$ cat config.mk
export PLATFORM = sky130hd
export DESIGN_NAME = asx_alu
export DESIGN_NICKNAME = d
export VERILOG_FILES = /design/src/design/asx_pkg.sv /design/src/design/asx_alu.sv
export VERILOG_INCLUDE_DIRS = /design/src /design/src/design
export SDC_FILE = /design/constraint.sdc
export NUM_CORES = 1
export LEC_CHECK = 0
export ABC_AREA = 1
export BUFFER_PORTS_ARGS = -buffer_cell sky130_fd_sc_hd__buf_2
export CORE_MARGIN = 8
export CORE_UTILIZATION = 35
export CTS_BUF_LIST = sky130_fd_sc_hd__clkbuf_4 sky130_fd_sc_hd__clkbuf_8 sky130_fd_sc_hd__clkbuf_16
export DETAILED_ROUTE_END_ITERATION = 6
export PLACE_DENSITY = 0.57
export SETUP_SLACK_MARGIN = 0.4
export SKIP_LAST_GASP = 1
export SLEW_MARGIN = 30
export SYNTH_ARGS = -nofsm -noshare
export SYNTH_HDL_FRONTEND = slang
export SYNTH_SLANG_ARGS = --single-unit
$ cat constraint.sdc
create_clock -name mclk -period 2.7 [get_ports mclk]
set_input_delay 0.54 -clock mclk [delete_from_list [all_inputs] [get_ports mclk]]
set_output_delay 0.54 -clock mclk [all_outputs]
set_load 0.02 [all_outputs]
$ cat src/design/asx_params.svh
// Purpose: Constants for the subtract/xor/swap execution datapath
// Assumes: 8-bit data, 7-bit file address
// Notes: Header holds definitions only
`ifndef ASX_PARAMS_SVH
`define ASX_PARAMS_SVH
`define ASX_DATA_W 8
`define ASX_ADDR_W 7
`define ASX_NYB_W 4
`define ASX_DEST_ACC 1'b0
`define ASX_DEST_FILE 1'b1
`define ASX_ACC_RST 8'h00
`define ASX_FLAG_RST 3'h0
`endif

$ cat src/design/asx_pkg.sv
// Purpose: Types for the subtract/xor/swap execution datapath
// Assumes: Widths from asx_params.svh
// Notes: Operation codes are one-hot except ASX_OP_NONE, which is zero
`include "asx_params.svh"
package asx_pkg;
  typedef enum logic [4:0] {
    ASX_OP_NONE = 5'h00,
    ASX_OP_SUBTRACT_ACC_FROM_LITERAL = 5'h01,
    ASX_OP_SUBTRACT_ACC_FROM_FILE = 5'h02,
    ASX_OP_XOR_LITERAL_INTO_ACC = 5'h04,
    ASX_OP_XOR_ACC_WITH_FILE = 5'h08,
    ASX_OP_SWAP_FILE_NYBBLES = 5'h10
  } asx_op_t;

  typedef struct packed {
    asx_op_t op;
    logic [`ASX_DATA_W-1:0] literal;
    logic [`ASX_ADDR_W-1:0] addr;
    logic dest;
  } asx_instr_t;

  typedef struct packed {
    logic carry;
    logic digit_carry;
    logic zero;
  } asx_flags_t;

  typedef struct packed {
    logic we;
    logic [`ASX_ADDR_W-1:0] addr;
    logic [`ASX_DATA_W-1:0] data;
  } asx_fwrite_t;
endpackage : asx_pkg

$ cat src/design/asx_alu.sv
// Purpose: Executes five instructions of an 8-bit core: two subtracts, two xors, nybble swap
// Assumes: Decoder presents one instruction per enabled cycle with file data already read
// Notes: Accumulator and flags are held here; file writes leave as a strobe that lasts one enabled cycle
`timescale 1ns/100ps
`include "asx_params.svh"
module asx_alu #(
  parameter int DATA_W = `ASX_DATA_W
) (
  input wire logic mclk,
  input wire logic rst,
  input wire logic ce,
  input wire logic instr_valid,
  input wire asx_pkg::asx_instr_t instr,
  input wire logic [DATA_W-1:0] file_rdata,
  output asx_pkg::asx_fwrite_t file_wr,
  output logic [DATA_W-1:0] acc,
  output asx_pkg::asx_flags_t flags
);
  import asx_pkg::*;

  // ----------------------------------------
  // Operand selection and results
  // ----------------------------------------
  wire logic go;
  wire logic is_sub;
  wire logic is_xor;
  wire logic is_swap;
  wire logic use_file;
  wire logic [DATA_W-1:0] opnd;
  wire logic [DATA_W:0] sub_full;
  wire logic [`ASX_NYB_W:0] sub_low;
  wire logic [DATA_W-1:0] result;
  wire logic to_file;

  assign go = ce && instr_valid;
  assign is_sub = instr.op == ASX_OP_SUBTRACT_ACC_FROM_LITERAL
               || instr.op == ASX_OP_SUBTRACT_ACC_FROM_FILE;
  assign is_xor = instr.op == ASX_OP_XOR_LITERAL_INTO_ACC
               || instr.op == ASX_OP_XOR_ACC_WITH_FILE;
  assign is_swap = instr.op == ASX_OP_SWAP_FILE_NYBBLES;
  assign use_file = instr.op == ASX_OP_SUBTRACT_ACC_FROM_FILE
                 || instr.op == ASX_OP_XOR_ACC_WITH_FILE || is_swap;
  assign opnd = use_file ? file_rdata : instr.literal;
  // Subtract by adding the two's complement; the extra bit is the no-borrow carry
  assign sub_full = {1'b0, opnd} + {1'b0, ~acc} + {{DATA_W{1'b0}}, 1'b1};
  assign sub_low = {1'b0, opnd[`ASX_NYB_W-1:0]} + {1'b0, ~acc[`ASX_NYB_W-1:0]}
                 + {{`ASX_NYB_W{1'b0}}, 1'b1};
  assign result = is_swap ? {opnd[`ASX_NYB_W-1:0], opnd[DATA_W-1:`ASX_NYB_W]}
                : is_xor ? (acc ^ opnd)
                : sub_full[DATA_W-1:0];
  // Literal forms ignore the destination bit and always land in the accumulator
  assign to_file = use_file && instr.dest == `ASX_DEST_FILE;

  // ----------------------------------------
  // Reference values for the checks
  // ----------------------------------------
  // Built a different way from the datapath above, so a slip in the adder or
  // the result mux shows up as a disagreement instead of agreeing with itself
  wire logic [DATA_W-1:0] ref_swap;
  wire logic [DATA_W-1:0] ref_sub;
  wire logic [DATA_W-1:0] ref_xor;
  wire logic ref_no_borrow;
  wire logic ref_no_dborrow;
  wire logic [DATA_W-1:0] dest_now;

  for (genvar b = 0; b < DATA_W; b++)
  begin : g_swap_ref
    assign ref_swap[b] = file_rdata[(b + `ASX_NYB_W) % DATA_W];
  end
  assign ref_sub = opnd - acc;
  assign ref_xor = opnd ^ acc;
  assign ref_no_borrow = opnd >= acc;
  assign ref_no_dborrow = opnd[`ASX_NYB_W-1:0] >= acc[`ASX_NYB_W-1:0];
  // Where the last result landed: the write strobe tells file from accumulator
  assign dest_now = file_wr.we ? file_wr.data : acc;

  // ----------------------------------------
  // Idle run tracking
  // ----------------------------------------
  // A saturating count keeps the property short however long the core stalls
  logic [3:0] idle_run_q;
  logic [DATA_W-1:0] acc_hold_q;

  always_ff @(posedge mclk)
  begin
    if (rst)
    begin
      idle_run_q <= 4'h0;
      acc_hold_q <= `ASX_ACC_RST;
    end
    else if (ce)
    begin
      if (go)
        idle_run_q <= 4'h0;
      else if (idle_run_q != 4'hf)
        idle_run_q <= idle_run_q + 4'h1;
      acc_hold_q <= acc;
    end
  end

  // ----------------------------------------
  // State update
  // ----------------------------------------
  always_ff @(posedge mclk)
  begin
    if (rst)
    begin
      acc <= `ASX_ACC_RST;
      flags <= `ASX_FLAG_RST;
      file_wr <= '0;
    end
    else if (ce)
    begin
      file_wr.we <= go && to_file;
      file_wr.addr <= instr.addr;
      file_wr.data <= result;
      if (go && (is_sub || is_xor || is_swap) && !to_file)
        acc <= result;
      if (go && is_sub)
      begin
        flags.carry <= sub_full[DATA_W];
        flags.digit_carry <= sub_low[`ASX_NYB_W];
      end
      if (go && (is_sub || is_xor))
        flags.zero <= result == '0;
    end
  end
endmodule : asx_alu

==> flow_metrics.env <==
export IMPL_seq_area_frac_synth_pct=29.94
export IMPL_initial_core_util_pct=35.81
export IMPL_postCtsHoldBufs=0
export IMPL_mostFrequentLayoutCell="nand2_1"
export IMPL_wl_um=5799
export IMPL_groute_usage_overall_pct=15.44
export IMPL_port_buffers=59
export IMPL_clock_path_buffers=2
export IMPL_grt_overflow=0
export IMPL_pwr_share_clk_pct=21.6
export IMPL_crit_path_end_kind="flip-flop"
export IMPL_clock_skew_ns=0.007832
export IMPL_fin_nets=420
export IMPL_ir_worst_vdd_uv=299.6
export IMPL_cts_htree_levels=1
export IMPL_num_rows=26
export IMPL_slowest_delay_ns=0.17
export IMPL_gp_congestion=0.9059
export IMPL_post_drt_wl_per_cell_um=12.97
export IMPL_cts_made_buffers=3
export IMPL_drc_errors=0
export IMPL_p_int_w=0.0007068
export IMPL_clk_latency_ns=0.27
export IMPL_slew_headroom_pct=50.78
export IMPL_die_x_um=87.82
export IMPL_r2r_slack_ns=0.80
export IMPL_ff2ff_path_depth=12
export IMPL_yosysUniqueCellTypes=24
export IMPL_fmax_mhz=405.4
export IMPL_hold_start="instr[4]"
export IMPL_status="finished, final reports clean"
export IMPL_drive_gt1_share_pct=38.20
export IMPL_drtIter0Drc=81
export IMPL_setup_slack_ns=0.2334
export IMPL_clock_sinks=27
export IMPL_slew_violations=0
export IMPL_dpl_hpwl_um=4397
export IMPL_seqPwrFrac_pct=39.9
export IMPL_use_met1_pct=17.96
export IMPL_synth_top_area_cell="dfxtp_1"
export IMPL_leakagePower_nw=1.484
export IMPL_antennaDiodeCount=0
export IMPL_synth_top_area_share_pct=29.94
export IMPL_syn_inst=287
export IMPL_powerDensity_nw_per_um2=402.6
export IMPL_arrival_ns=2.69
export IMPL_antenna_found_initial=0
export IMPL_r2r_end="flags[0]"
export IMPL_layout_common_cells="60 x nand2_1, 54 x buf_2, 46 x inv_1"
export IMPL_p_comb_share_pct=38.5
export IMPL_syn_area_um2=1805
export IMPL_first_pass_iters=4
export IMPL_core_area_um2=5042
export IMPL_clk_pin_slew_ns=0.10
export IMPL_grtUsageMet3_pct=3.096
export IMPL_layout_min_cycle_time_ns=2.467
export IMPL_startpoint_type="primary input"
export IMPL_placed_area_um2=2317
export IMPL_holdPathEnd="file_wr[11]"
export IMPL_ys_seq_elements=27
export IMPL_grt_first_pass_wirelength_um=9618
export IMPL_cp_slowest_cell="buf_4"
export IMPL_grt_max_degree=21
export IMPL_final_area_um2=2683
export IMPL_vias=2132
export IMPL_swShare_pct=34.56
export IMPL_worstPathRequired_ns=2.92
export IMPL_pin_count=60
export IMPL_via_per_inst=4.770
export IMPL_cpMostUsedCell="buf_4"
export IMPL_path_cells="buf_6 -> inv_2 -> nor2_2 -> nand3_4 -> nand4_1 -> buf_4 -> buf_4 -> buf_4 -> buf_4 -> buf_4 -> buf_4 -> buf_4 -> buf_4 -> buf_4 -> buf_4 -> nand3_2 -> nand2_2 -> buf_6 -> o21ai_2 -> nand2_1 -> inv_1"
export IMPL_synth_avg_cell_area_um2=6.291
export IMPL_fin_crit_sh_pct=91.35
export IMPL_syn_nets=329
export IMPL_switchingPower_w=0.0003733
export IMPL_first_global_vias=2132
export IMPL_dp_slack_ns=-0.1509
export IMPL_finalSetupViolations=0
export IMPL_rsz0062_at_grt="yes"
export IMPL_hold_depth=3
export IMPL_die_area_um2=7712
export IMPL_max_cap_viol_count=0
export IMPL_die_h_um=87.82
export IMPL_crit_path_start="instr[17]"
export IMPL_crit_type="in2reg"
export IMPL_synth_area_top_cells="dfxtp_1 30%, nand2_1 15%, inv_1 11%"
export IMPL_cts_tree="yes"
export IMPL_area_growth_pct=48.58
export IMPL_use_met2_pct=27.84
export IMPL_hp_class="in2reg"
export IMPL_root_buffer="clkbuf_8"
export IMPL_worst_pin_slew_ns=0.7382
export IMPL_reg2reg_from="acc[0]"
export IMPL_postRouteAntennaNets=0
export IMPL_hold_viol=0
export IMPL_ys_warn_count=0
export IMPL_top_usage_layer="met2"
export IMPL_cp_max_fo=3
==> kinds of logic (layout without fill, tap and decap cells) <==
logic type | Yosys count | count (layout) | synth area share (%)
AND/OR/NAND/NOR | 144 | 144 | 35.00
AO/OA/AOI/OAI | 46 | 46 | 14.14
buffers and inverters | 60 | 150 | 13.79
flip-flops | 27 | 27 | 29.94
XOR/XNOR | 1 | 1 | 0.4852
adder cells (fa/ha/maj) | 9 | 9 | 6.653
==> timing repair <==
action                                  in CTS  in global routing
buffers inserted                            13                  5
endpoints found under the setup margin      13                 15
pin swaps                                    6                  9
gates resized for setup                     30                 27
==> cell type report <==
cell class | count | area [µm²]
multi-input combinational | 200 | 1195
inverter | 52 | 195.2
timing repair buffer | 94 | 615.6
clock buffer | 3 | 41.29
sequential | 27 | 540.5
tap | 70 | 87.58
clock inverter | 1 | 7.507
fill | 495 | 2360
==> flip-flops by register name, summed over array words and instances, names as in the netlist <==
name	cells
acc	8
flags	3
file_wr	16
==> stage by stage <==
| stage | TNS (ns) | utilization (%) | power (W) | instances | hold slack, ns |
|---|---|---|---|---|---|
| floorplan | 0 | - | 0.0006485 | 287 | 0.5402 |
| global placement | -0.1115 | 45.96 | 0.0007624 | 425 | 0.4603 |
| detailed placement | -0.1536 | 45.96 | 0.0007631 | 425 | 0.4585 |
| CTS | 0 | 50.50 | 0.001044 | 442 | 0.4784 |
| global route | 0 | 53.20 | 0.001160 | 447 | 0.4805 |
| finish | 0 | 53.20 | 0.001080 | 447 | 0.4825 |
==> how the worst max path moves through the flow <==
| stage | end | slack, ns |
|---|---|---|
| finish | acc[4] | 0.23 |
| global route | flags[0] | 0.06 |
| CTS | flags[0] | 0.21 |
| detailed placement | flags[0] | -0.15 |
| global placement | flags[0] | -0.11 |
| floorplan | flags[0] | 0.19 |
==> cell usage after synthesis <==
master,number
a21oi_1,13
and2_1,1
buf_2,1
buf_6,3
clkbuf_1,4
clkinv_1,1
dfxtp_1,27
fa_1,1
ha_1,8
inv_1,51
nand2_1,71
nand2_2,1
nand2_4,1
nand3_1,21
nand3_2,4
nand4_1,8
nor2_1,34
nor2_2,3
o211ai_1,5
o21ai_0,23
o21ai_1,1
o21ai_2,2
o21bai_1,2
xor2_1,1
==> per-layer routing <==
layer	routed length, µm	share of wire [%]	up-vias
li1	-	-	1086
met1	2524	44	979
met2	2896	50	56
met3	269	4.6	11
met4	108	1.9	0
met5	0	0	-
==> worst max-delay path: cells and delay by family <==
kind,cells,cell delay (ns)
buf+inv,14,1.58
simple gates,6,0.47
compound gates,1,0.09
==> power groups by stage <==
stage	clock network [W]	logic, W	registers (W)
finish	0.000234	0.000416	0.000431
global route	0.000265	0.000462	0.000434
CTS	0.000245	0.000368	0.000431
detailed placement	0	0.000324	0.000439
global placement	0	0.000323	0.000440
floorplan	0	0.000181	0.000468
(Power assumes the default switching activity.)
